### src/verilog/vic_pkg.sv
`default_nettype none
package vic_pkg;
    // widths
    localparam int DATA_W = 16;
    localparam int ADDR_W = 8;
    localparam int VEC_W = 7;
    localparam int PC_W = 24;
    localparam int LVL_W = 4;
    localparam int PRI_W = 3;
    localparam int NUM_TRAPS = 8;
    localparam int SRC_PER_WORD = 16;
    localparam int SRC_PER_PRI = 4;
    localparam int PRI_FIELD_STRIDE = 4;
    // register offsets
    localparam logic [3:0] GRP_FLAG = 4'h0;
    localparam logic [3:0] GRP_ENABLE = 4'h1;
    localparam logic [2:0] GRP_PRI = 3'h1;
    localparam logic [ADDR_W-1:0] ADDR_CTRL2 = 8'h40;
    localparam logic [ADDR_W-1:0] ADDR_CPU_LVL = 8'h41;
    localparam logic [ADDR_W-1:0] ADDR_PEND = 8'h42;
    localparam logic [ADDR_W-1:0] ADDR_TRAP = 8'h43;
    localparam logic [ADDR_W-1:0] ADDR_OSC = 8'h44;
    // field positions
    localparam int ALT_SEL_BIT = 15;
    localparam int PEND_VEC_LSB = 0;
    localparam int PEND_LVL_LSB = 8;
    // reset values
    localparam logic [LVL_W-1:0] CPU_LVL_RST = 4'h0;
    localparam logic [DATA_W-1:0] REG_RST = 16'h0000;
    // vector map, in program-memory word addresses
    localparam logic [PC_W-1:0] VEC_TABLE_BASE = 24'h000004;
    localparam logic [PC_W-1:0] ALT_TABLE_OFFSET = 24'h000100;
    localparam logic [PC_W-1:0] RESET_FETCH_ADDR = 24'h000000;
    localparam logic [VEC_W-1:0] SRC_VEC_FIRST = 7'h08;
    localparam int TRAP_OSC_FAIL = 1;
    localparam int TRAP_ADDR_ERR = 2;
    localparam int TRAP_STACK_ERR = 3;
    localparam int TRAP_MATH_ERR = 4;
    localparam logic [NUM_TRAPS-1:0] TRAP_IMPL_MASK = 8'h1e;
    localparam logic [LVL_W-1:0] TRAP_LVL_TOP = 4'hf;
    localparam logic [PRI_W-1:0] LVL_BLOCK_ALL = 3'h7;
    // fixed latencies in cycles
    localparam logic [3:0] ENTRY_LAT_CYC = 4'h4;
    localparam logic [3:0] RET_LAT_CYC = 4'h3;
    localparam logic [1:0] MON_ARM_CYC = 2'h3;

    typedef enum logic [1:0] {
        VIC_ST_BOOT,
        VIC_ST_IDLE,
        VIC_ST_ENTRY,
        VIC_ST_RETURN
    } vic_state_e;
endpackage
`default_nettype wire

### src/verilog/vic_top.sv
`timescale 1ns/100ps
`default_nettype none
//////////////////////////////////////////////////////////////////////////////
// Contract
// many requests become one vectored CPU request
// table at 000004h, 24-bit handler addresses
// 126 vectors: 8 traps, 118 sources
// equal requests: lower vector number wins
// seven user levels, natural order within
// fixed entry and return latency
// select bit uses alternate table
// alternate table sits 100h higher
// reset fetches from address zero
// trap vectors one to four fixed
// flag, enable, 3-bit priority per source
// software fills unused entries with reset handler
// software mirrors tables when alternate unused
// clock monitor switches to internal oscillator
// flags set by hardware, cleared by software
// accepted vector and level latched, readable
// CPU level seven blocks all user sources
// CPU level top bit read-only
// present only flagged, enabled, higher-priority sources
module vic_top import vic_pkg::*; #(
    parameter int NUM_SRC = 118
) (
    // clock and reset
    input wire logic i_sys_clk,
    input wire logic i_rst,
    // register port
    input wire logic [ADDR_W-1:0] i_addr,
    input wire logic [DATA_W-1:0] i_wdata,
    input wire logic i_wr,
    input wire logic i_rd,
    output logic [DATA_W-1:0] o_rdata,
    // request sources
    input wire logic [NUM_SRC-1:0] i_src_req,
    input wire logic [2:0] i_trap_req,
    // clock monitor pins
    input wire logic i_clk_mon_en,
    input wire logic i_clk_valid,
    output logic o_fast_osc_sel,
    // cpu side
    output logic o_irq,
    output logic [VEC_W-1:0] o_irq_vec,
    input wire logic i_ack,
    input wire logic i_ret,
    output logic o_vec_go,
    output logic [PC_W-1:0] o_vec_addr,
    output logic o_ret_done,
    output logic o_boot_go
);
    localparam int ENTRY_DLY = int'(ENTRY_LAT_CYC);
    localparam int RET_DLY = int'(RET_LAT_CYC);

    vic_state_e state_q;
    logic [NUM_SRC-1:0] flag_q;
    logic [NUM_SRC-1:0] en_q;
    logic [PRI_W-1:0] prio_q [NUM_SRC];
    logic [NUM_TRAPS-1:0] trap_q;
    logic alt_sel_q;
    logic [LVL_W-1:0] lvl_q;
    logic [LVL_W-1:0] saved_lvl_q;
    logic [VEC_W-1:0] pend_vec_q;
    logic [LVL_W-1:0] pend_lvl_q;
    logic irq_q;
    logic [VEC_W-1:0] irq_vec_q;
    logic [LVL_W-1:0] irq_lvl_q;
    logic [3:0] cnt_q;
    logic [PC_W-1:0] vec_addr_q;
    logic [DATA_W-1:0] rdata_q;
    logic mon_en_m_q, mon_en_s_q, valid_m_q, valid_s_q;
    logic [1:0] mon_arm_q;
    logic fast_osc_q;

    logic cand_hit;
    logic cand_user;
    logic [VEC_W-1:0] cand_vec;
    logic [LVL_W-1:0] cand_lvl;
    logic [NUM_SRC-1:0] elig;
    logic accept;
    logic ret_end;
    logic osc_fail;
    logic wr_flag, wr_en, wr_pri;
    logic [NUM_TRAPS-1:0] trap_set;
    logic [DATA_W-1:0] rdata_d;

    assign wr_flag = i_wr && i_addr[7:4] == GRP_FLAG;
    assign wr_en = i_wr && i_addr[7:4] == GRP_ENABLE;
    assign wr_pri = i_wr && i_addr[7:5] == GRP_PRI;
    // an ack while a return runs is ignored, so level and sequencer stay in step
    assign accept = i_ack && irq_q && state_q == VIC_ST_IDLE;
    assign ret_end = state_q == VIC_ST_RETURN && cnt_q == 4'h0;

    //////////////////////////////////////////////////////////////////////////
    // per-source flag, enable and priority
    always_ff @(posedge i_sys_clk) begin
        if (i_rst) begin
            flag_q <= '0;
        end else begin
            for (int s = 0; s < NUM_SRC; s++) begin
                if (wr_flag && s / SRC_PER_WORD == int'(i_addr[3:0])) begin
                    // writing 0 clears, a new request wins
                    flag_q[s] <= (flag_q[s] & i_wdata[s % SRC_PER_WORD]) | i_src_req[s];
                end else begin
                    flag_q[s] <= flag_q[s] | i_src_req[s];
                end
            end
        end
    end

    always_ff @(posedge i_sys_clk) begin
        if (i_rst) begin
            en_q <= '0;
            for (int s = 0; s < NUM_SRC; s++) begin
                prio_q[s] <= '0;
            end
        end else begin
            for (int s = 0; s < NUM_SRC; s++) begin
                // one enable bit and one 3-bit field, by vector order
                if (wr_en && s / SRC_PER_WORD == int'(i_addr[3:0])) begin
                    en_q[s] <= i_wdata[s % SRC_PER_WORD];
                end
                if (wr_pri && s / SRC_PER_PRI == int'(i_addr[4:0])) begin
                    prio_q[s] <= i_wdata[PRI_FIELD_STRIDE * (s % SRC_PER_PRI) +: PRI_W];
                end
            end
        end
    end

    //////////////////////////////////////////////////////////////////////////
    // clock failure monitor
    always_ff @(posedge i_sys_clk) begin
        if (i_rst) begin
            mon_en_m_q <= 1'b0;
            mon_en_s_q <= 1'b0;
            valid_m_q <= 1'b0;
            valid_s_q <= 1'b0;
            mon_arm_q <= 2'h0;
            fast_osc_q <= 1'b0;
        end else begin
            mon_en_m_q <= i_clk_mon_en;
            mon_en_s_q <= mon_en_m_q;
            valid_m_q <= i_clk_valid;
            valid_s_q <= valid_m_q;
            // checking starts once the synchronisers hold real pin levels
            if (mon_arm_q != MON_ARM_CYC) begin
                mon_arm_q <= mon_arm_q + 2'h1;
            end
            if (osc_fail) begin
                fast_osc_q <= 1'b1;
            end
        end
    end

    assign osc_fail = mon_arm_q == MON_ARM_CYC && mon_en_s_q && !valid_s_q && !fast_osc_q;
    assign o_fast_osc_sel = fast_osc_q;

    //////////////////////////////////////////////////////////////////////////
    // trap flags
    always_comb begin
        trap_set = '0;
        trap_set[TRAP_OSC_FAIL] = osc_fail;
        trap_set[TRAP_ADDR_ERR] = i_trap_req[0];
        trap_set[TRAP_STACK_ERR] = i_trap_req[1];
        trap_set[TRAP_MATH_ERR] = i_trap_req[2];
    end

    always_ff @(posedge i_sys_clk) begin
        if (i_rst) begin
            trap_q <= '0;
        end else if (i_wr && i_addr == ADDR_TRAP) begin
            trap_q <= ((trap_q & i_wdata[NUM_TRAPS-1:0]) | trap_set) & TRAP_IMPL_MASK;
        end else begin
            trap_q <= (trap_q | trap_set) & TRAP_IMPL_MASK;
        end
    end

    //////////////////////////////////////////////////////////////////////////
    // arbitration
    always_comb begin
        cand_hit = 1'b0;
        cand_user = 1'b0;
        cand_vec = '0;
        cand_lvl = '0;
        // traps outrank users; lower trap vector carries the higher level
        for (int t = 0; t < NUM_TRAPS; t++) begin
            if (!cand_hit && trap_q[t] && TRAP_LVL_TOP - LVL_W'(t) > lvl_q) begin
                cand_hit = 1'b1;
                cand_vec = VEC_W'(t);
                cand_lvl = TRAP_LVL_TOP - LVL_W'(t);
            end
        end
        for (int s = 0; s < NUM_SRC; s++) begin
            elig[s] = flag_q[s] && en_q[s] && !lvl_q[LVL_W-1] && lvl_q[PRI_W-1:0] != LVL_BLOCK_ALL
                && prio_q[s] > lvl_q[PRI_W-1:0];
        end
        if (!cand_hit) begin
            for (int s = 0; s < NUM_SRC; s++) begin
                // strict compare keeps the lowest vector on ties
                if (elig[s] && (!cand_user || {1'b0, prio_q[s]} > cand_lvl)) begin
                    cand_user = 1'b1;
                    cand_vec = SRC_VEC_FIRST + VEC_W'(s);
                    cand_lvl = {1'b0, prio_q[s]};
                end
            end
            cand_hit = cand_user;
        end
    end

    //////////////////////////////////////////////////////////////////////////
    // request toward the cpu and fixed-latency sequencing
    always_ff @(posedge i_sys_clk) begin
        if (i_rst) begin
            irq_q <= 1'b0;
            irq_vec_q <= '0;
            irq_lvl_q <= '0;
        end else begin
            irq_q <= cand_hit && state_q == VIC_ST_IDLE && !accept;
            irq_vec_q <= cand_vec;
            irq_lvl_q <= cand_lvl;
        end
    end

    always_ff @(posedge i_sys_clk) begin
        if (i_rst) begin
            state_q <= VIC_ST_BOOT;
            cnt_q <= '0;
            vec_addr_q <= RESET_FETCH_ADDR;
        end else begin
            case (state_q)
                VIC_ST_BOOT: begin
                    state_q <= VIC_ST_IDLE;
                end
                VIC_ST_IDLE: begin
                    if (accept) begin
                        state_q <= VIC_ST_ENTRY;
                        cnt_q <= ENTRY_LAT_CYC - 4'h1;
                        // word address of entry n is base + 2n
                        vec_addr_q <= VEC_TABLE_BASE + {16'h0000, irq_vec_q, 1'b0}
                            + (alt_sel_q ? ALT_TABLE_OFFSET : '0);
                    end else if (i_ret) begin
                        state_q <= VIC_ST_RETURN;
                        cnt_q <= RET_LAT_CYC - 4'h1;
                    end
                end
                VIC_ST_ENTRY, VIC_ST_RETURN: begin
                    if (cnt_q == 4'h0) begin
                        state_q <= VIC_ST_IDLE;
                    end else begin
                        cnt_q <= cnt_q - 4'h1;
                    end
                end
                default: begin
                    state_q <= VIC_ST_IDLE;
                end
            endcase
        end
    end

    assign o_irq = irq_q;
    assign o_irq_vec = irq_vec_q;
    assign o_vec_go = state_q == VIC_ST_ENTRY && cnt_q == 4'h0;
    assign o_vec_addr = vec_addr_q;
    assign o_ret_done = ret_end;
    assign o_boot_go = state_q == VIC_ST_BOOT;

    //////////////////////////////////////////////////////////////////////////
    // control, cpu level and pending status
    always_ff @(posedge i_sys_clk) begin
        if (i_rst) begin
            alt_sel_q <= 1'b0;
            lvl_q <= CPU_LVL_RST;
            saved_lvl_q <= CPU_LVL_RST;
            pend_vec_q <= '0;
            pend_lvl_q <= '0;
        end else begin
            if (i_wr && i_addr == ADDR_CTRL2) begin
                alt_sel_q <= i_wdata[ALT_SEL_BIT];
            end
            if (accept) begin
                saved_lvl_q <= lvl_q;
                lvl_q <= irq_lvl_q;
                pend_vec_q <= irq_vec_q;
                pend_lvl_q <= irq_lvl_q;
            end else if (ret_end) begin
                lvl_q <= saved_lvl_q;
            end else if (i_wr && i_addr == ADDR_CPU_LVL) begin
                lvl_q[PRI_W-1:0] <= i_wdata[PRI_W-1:0];
            end
        end
    end

    //////////////////////////////////////////////////////////////////////////
    // register reads
    always_comb begin
        int k;
        rdata_d = '0;
        k = 0;
        if (i_addr[7:4] == GRP_FLAG || i_addr[7:4] == GRP_ENABLE) begin
            k = int'(i_addr[3:0]);
            for (int j = 0; j < SRC_PER_WORD; j++) begin
                if (k * SRC_PER_WORD + j < NUM_SRC) begin
                    rdata_d[j] = i_addr[4] ? en_q[k * SRC_PER_WORD + j] : flag_q[k * SRC_PER_WORD + j];
                end
            end
        end else if (i_addr[7:5] == GRP_PRI) begin
            k = int'(i_addr[4:0]);
            for (int j = 0; j < SRC_PER_PRI; j++) begin
                if (k * SRC_PER_PRI + j < NUM_SRC) begin
                    rdata_d[PRI_FIELD_STRIDE * j +: PRI_W] = prio_q[k * SRC_PER_PRI + j];
                end
            end
        end else if (i_addr == ADDR_CTRL2) begin
            rdata_d[ALT_SEL_BIT] = alt_sel_q;
        end else if (i_addr == ADDR_CPU_LVL) begin
            rdata_d[LVL_W-1:0] = lvl_q;
        end else if (i_addr == ADDR_PEND) begin
            rdata_d[PEND_VEC_LSB +: VEC_W] = pend_vec_q;
            rdata_d[PEND_LVL_LSB +: LVL_W] = pend_lvl_q;
        end else if (i_addr == ADDR_TRAP) begin
            rdata_d[NUM_TRAPS-1:0] = trap_q;
        end else if (i_addr == ADDR_OSC) begin
            rdata_d[0] = fast_osc_q;
        end
    end

    always_ff @(posedge i_sys_clk) begin
        if (i_rst) begin
            rdata_q <= REG_RST;
        end else begin
            rdata_q <= i_rd ? rdata_d : REG_RST;
        end
    end

    assign o_rdata = rdata_q;

    //////////////////////////////////////////////////////////////////////////
    // checks
    a_irq_has_cause: assert property (@(posedge i_sys_clk) disable iff (i_rst)
        o_irq |-> $past(cand_hit) && $past(state_q) == VIC_ST_IDLE)
        else $error("request raised without a pending candidate");

    a_entry_latency: assert property (@(posedge i_sys_clk) disable iff (i_rst)
        accept |-> ##ENTRY_DLY o_vec_go)
        else $error("entry latency not fixed");

    a_return_latency: assert property (@(posedge i_sys_clk) disable iff (i_rst)
        (state_q == VIC_ST_IDLE && i_ret && !accept) |-> ##RET_DLY o_ret_done)
        else $error("return latency not fixed");

    a_primary_addr: assert property (@(posedge i_sys_clk) disable iff (i_rst)
        (accept && !alt_sel_q) |=> vec_addr_q == VEC_TABLE_BASE + 24'(2 * int'(pend_vec_q)))
        else $error("primary vector address wrong");

    a_alt_addr: assert property (@(posedge i_sys_clk) disable iff (i_rst)
        (accept && alt_sel_q) |=> vec_addr_q == VEC_TABLE_BASE + ALT_TABLE_OFFSET + 24'(2 * int'(pend_vec_q)))
        else $error("alternate vector address wrong");

    a_flag_sticky: assert property (@(posedge i_sys_clk) disable iff (i_rst)
        (flag_q[0] && !wr_flag) |=> flag_q[0])
        else $error("request flag dropped without a write");

    a_level7_block: assert property (@(posedge i_sys_clk) disable iff (i_rst)
        (cand_hit && lvl_q[PRI_W-1:0] == LVL_BLOCK_ALL) |-> cand_vec < SRC_VEC_FIRST)
        else $error("user source passed level seven");

    a_pending_latch: assert property (@(posedge i_sys_clk) disable iff (i_rst)
        accept |=> pend_vec_q == $past(irq_vec_q) && pend_lvl_q == $past(irq_lvl_q) && lvl_q == pend_lvl_q)
        else $error("pending status not latched");

    a_msb_readonly: assert property (@(posedge i_sys_clk) disable iff (i_rst)
        (i_wr && i_addr == ADDR_CPU_LVL && !accept && !ret_end) |=> $stable(lvl_q[LVL_W-1]))
        else $error("software changed level top bit");

    a_natural_order: assert property (@(posedge i_sys_clk) disable iff (i_rst)
        (cand_user && elig[0]) |-> cand_lvl > {1'b0, prio_q[0]} || cand_vec == SRC_VEC_FIRST)
        else $error("lower vector lost a tie");

    a_osc_switch: assert property (@(posedge i_sys_clk) disable iff (i_rst)
        osc_fail |=> o_fast_osc_sel && trap_q[TRAP_OSC_FAIL])
        else $error("clock failure not handled");

    a_boot_fetch: assert property (@(posedge i_sys_clk) disable iff (i_rst)
        o_boot_go |-> o_vec_addr == RESET_FETCH_ADDR ##1 !o_boot_go)
        else $error("reset fetch not at zero");

    c_user_taken: cover property (@(posedge i_sys_clk) disable iff (i_rst) accept && irq_vec_q >= SRC_VEC_FIRST);
    c_trap_taken: cover property (@(posedge i_sys_clk) disable iff (i_rst) accept && irq_vec_q < SRC_VEC_FIRST);
    c_alt_used: cover property (@(posedge i_sys_clk) disable iff (i_rst) o_vec_go && alt_sel_q);
    c_returned: cover property (@(posedge i_sys_clk) disable iff (i_rst) o_ret_done);
endmodule
`default_nettype wire

### config.mk
export PLATFORM = sky130hd
export DESIGN_NAME = vic_top
export DESIGN_NICKNAME = d
export VERILOG_FILES = /design/src/verilog/vic_pkg.sv /design/src/verilog/vic_top.sv
export SDC_FILE = /design/constraint.sdc
export NUM_CORES = 2
export LEC_CHECK = 0
export BUFFER_PORTS_ARGS = -buffer_cell sky130_fd_sc_hd__clkbuf_2
export CORE_UTILIZATION = 25
export CTS_CLUSTER_DIAMETER = 120
export DETAILED_ROUTE_END_ITERATION = 12
export GPL_TIMING_DRIVEN = 0
export PLACE_DENSITY = 0.38
export SLEW_MARGIN = 20
export SYNTH_ARGS = -nofsm -noshare
export SYNTH_HDL_FRONTEND = slang
export SYNTH_SLANG_ARGS = --single-unit
export TNS_END_PERCENT = 100
### constraint.sdc
create_clock -name i_sys_clk -period 260.6 [get_ports i_sys_clk]
set_input_delay 52.12 -clock i_sys_clk [delete_from_list [all_inputs] [get_ports i_sys_clk]]
set_output_delay 52.12 -clock i_sys_clk [all_outputs]
set_load 0.02 [all_outputs]
==> summary.txt <==
Run status
  – Status: finished, final reports clean

Clock tree
  – CTS max path bufs: 3
  – H-tree levels: 3
  – Clk sinks: around 660
  – CTS Hold Bufs: 0
  – Setup Fix Bufs, Post-CTS: 0
  – Clock root buffer master: clkbuf_16
  – CTS tree: done
  – Clk_lat worst skew: between 0.7 and 0.8 ns
  – Total CTS buffers: 84
  – Post-cts resize count: 0
  – Clock transition at the registers of the reported paths: ~0.060 ns

Floorplan
  – Row count: between 150 and 200
  – Initial core utilization: 25.2%
  – Full die area: about 0.23 sq mm
  – Die Y: ~480 um
  – Die width: between 400 and 500 um
  – I/O pin count: between 200 and 250
  – Core Region: 0.225 sq mm

Finish
  – P&R area growth vs syn: 14.8%
  – Final Cell Area: 0.0652 sq mm
  – Layout cells sized above 1: between 10% and 20%
  – Final net count: approximately 7600

Global routing
  – First-pass GRT wire length: around 460000 um
  – Tot GR Track Use: 28.8%
  – Grt ovf: 0
  – Largest net degree at the start of global routing: 45
  – Vias in the first global route: approximately 53000
  – Initial antenna violation count: 39

Timing
  – PnR worst setup slack: 51.26 ns
  – Hold Vio Cnt, Final: 0
  – Max Clock Skew: ~0.081 ns
  – Max Transition Viols Final: 0
  – Crit path time final: between 200 and 250 ns
  – Fin crit share: 80.3%
  – Max-slew headroom: roughly an eighth
  – Setup_tns: 0 ns
  – Fmax: 4.78 MHz
  – Worst slew pin tran: ~1.3 ns
  – Finish-stage setup viols: 0
  – Unrepaired setup endpoints after global routing: false

Synthesis
  – Post-synth ARST share: 0%
  – Synth Warn #: 0
  – Top_reg_cell synth: edfxtp_1
  – Synth unique cells: 136
  – EDFF count, synth: ~350
  – Cells after Synth: roughly 6500
  – Mapped cell area: around 0.057 sq mm
  – Syn avg cell area: 8.81 sq um
  – FF+latch count, synth: 663
  – Register area share after synthesis: between 20 and 30%

Drt
  – First-pass DRT Iterations: 8
  – Drt via density: about 5.7
  – Drt first-iter violations: roughly 6500
  – Routed length per instance: approximately 35 um
  – Detail Route Antenna Nets: 0
  – Residual DRC: 0
  – Vias: 56046
  – Routed WL: about 340000 um

Flow run
  – Max-cap violations: 0

Place
  – DP Wirelength: 277000 um
  – Pre-CTS WS: roughly 55 ns
  – IO Port Bufs: 180
  – GPL Wtd Cong: just over 1
  – Placed cell areas: 0.0624 sq mm

Setup path
  – Crit. End Element: flop
  – CP required: roughly 260 ns
  – Slowest CP cell: a2111oi_2
  – CP arrival: roughly 210 ns
  – Critical path class: reg -> reg
  – Largest stage delay, worst path: around 1.1 ns
  – Critical Path Start Type: flop
  – Max FO, Critical Path: 12
  – Crit-path most repeated cell: ha_1

Pwr
  – Peak supply drop: between 0.005 and 0.006 mV
  – Power density over cell area: 4.94 mW/mm^2
  – Pwr Total: 0.000322 W
  – Pleak: about 27 nW

Hold path
  – Hold Path Class: reg -> reg
==> flip-flops by register name, indices dropped and copies added (netlist names), 2 cells and up <==
name,count
mon_arm_q,2
prio_q,354
trap_q,4
irq_lvl_q,4
flag_q,118
cnt_q,4
o_irq_vec,7
pend_lvl_q,4
o_vec_addr,8
saved_lvl_q,4
o_rdata,16
state_q,2
en_q,118
pend_vec_q,7
lvl_q,4
==> synth_stat cells, drive strengths merged (105+ instances only) <==
library cell / count / area share (%)
buf: 105 / 1.3
nand2: 660 / 4.4
nor2: 537 / 3.6
clkbuf: 188 / 1.2
ha: 708 / 16
edfxtp: 354 / 19
o21a: 106 / 1.4
a21o: 155 / 2.0
nor3: 142 / 1.4
nand3: 207 / 1.9
mux4: 167 / 6.6
a31oi: 145 / 1.7
nor2b: 152 / 1.7
o21ai: 397 / 3.6
dfxtp: 309 / 11
inv: 560 / 3.7
a21oi: 537 / 4.8
==> final timing paths <==
kind	startpoint	end	slack (ns)	cells after the start
setup / recovery	lvl_q[0]$_SDFFE_PP0P_	o_irq_vec[6]$_SDFF_PP0_	51.26	880
hold / removal	mon_en_m_q$_SDFF_PP0_	mon_en_s_q$_SDFF_PP0_	0.44	1
setup reg to reg	lvl_q[0]$_SDFFE_PP0P_	o_irq_vec[6]$_SDFF_PP0_	51.26	980
hold reg to reg	mon_en_m_q$_SDFF_PP0_	mon_en_s_q$_SDFF_PP0_	0.44	1
==> cells in the final DEF, fill, tap and decap left out, types with 88 or more instances in the layout <==
cell type,instances
a21o_1,154
a21oi_1,532
a31oi_1,138
clkbuf_1,173
clkbuf_16,88
clkbuf_2,215
dfxtp_1,308
edfxtp_1,354
ha_1,708
inv_1,554
mux4_2,167
nand2_1,660
nand3_1,203
nor2_1,535
nor2b_1,152
nor3_1,126
o21a_1,105
o21ai_0,344
==> where the power goes <==
| part | leakage (nW) | internal (W) | switching, W |
|---|---|---|---|
| registers | 5.92 | 0.000116 | 0.0000107 |
| clock network | 1.39 | 0.0000678 | 0.0000541 |
| logic | 19.5 | 0.0000272 | 0.0000463 |
| total | 26.8 | 0.000211 | 0.000111 |
==> worst max-delay path, delay by kind of cell, from the launching register on <==
family | cells | cell delay, ns
AOI/OAI and AO/OA | 480 | 92.39
muxes | 30 | 10.17
DFF | 1 | 0.48
buffers and inverters | 98 | 17.38
adders and majority gates | 105 | 29.46
and+or+nand+nor | 167 | 35.65
==> layer usage <==
layer  share of wire, %  global-route usage (%)
met1                 42                    37.7
met2                 45                    45.7
met3                6.9                    4.33
met4                5.9                    15.2
met5              0.032                       0
==> metrics by stage <==
step | hold WS (ns) | util, % | std cells
global placement | 0.426 | 27.3 | 9639
finish | 0.435 | 28.9 | 9840
floorplan | 0.414 | - | 6467
CTS | 0.439 | 28.9 | 9827
global route | 0.460 | 28.9 | 9835
detailed placement | 0.431 | 27.7 | 9671
==> cells by family after synthesis <==
group                    Yosys count  synth area share (%)
other                              1               0.00660
AO/OA/AOI/OAI                   1841                  21.7
buffers and inverters            853                  6.28
adder cells (fa/ha/maj)          708                  15.6
flip-flops                       663                  29.6
multiplexers                     324                  9.55
AND/OR/NAND/NOR                 2057                  17.2
XOR/XNOR                           6                0.0925
==> cell type report <==
cell class	instances	area [sq um]
timing repair buffer	212	1570
clock inverter	31	314
fill	24075	160000
antenna	13	32.5
clock buffer	125	2520
tap	2992	3740
inverter	560	2120
sequential	663	16800
multi-input combinational	4951	36600
buffer	293	1520
No activity file was read; power rests on OpenSTA's default activity.
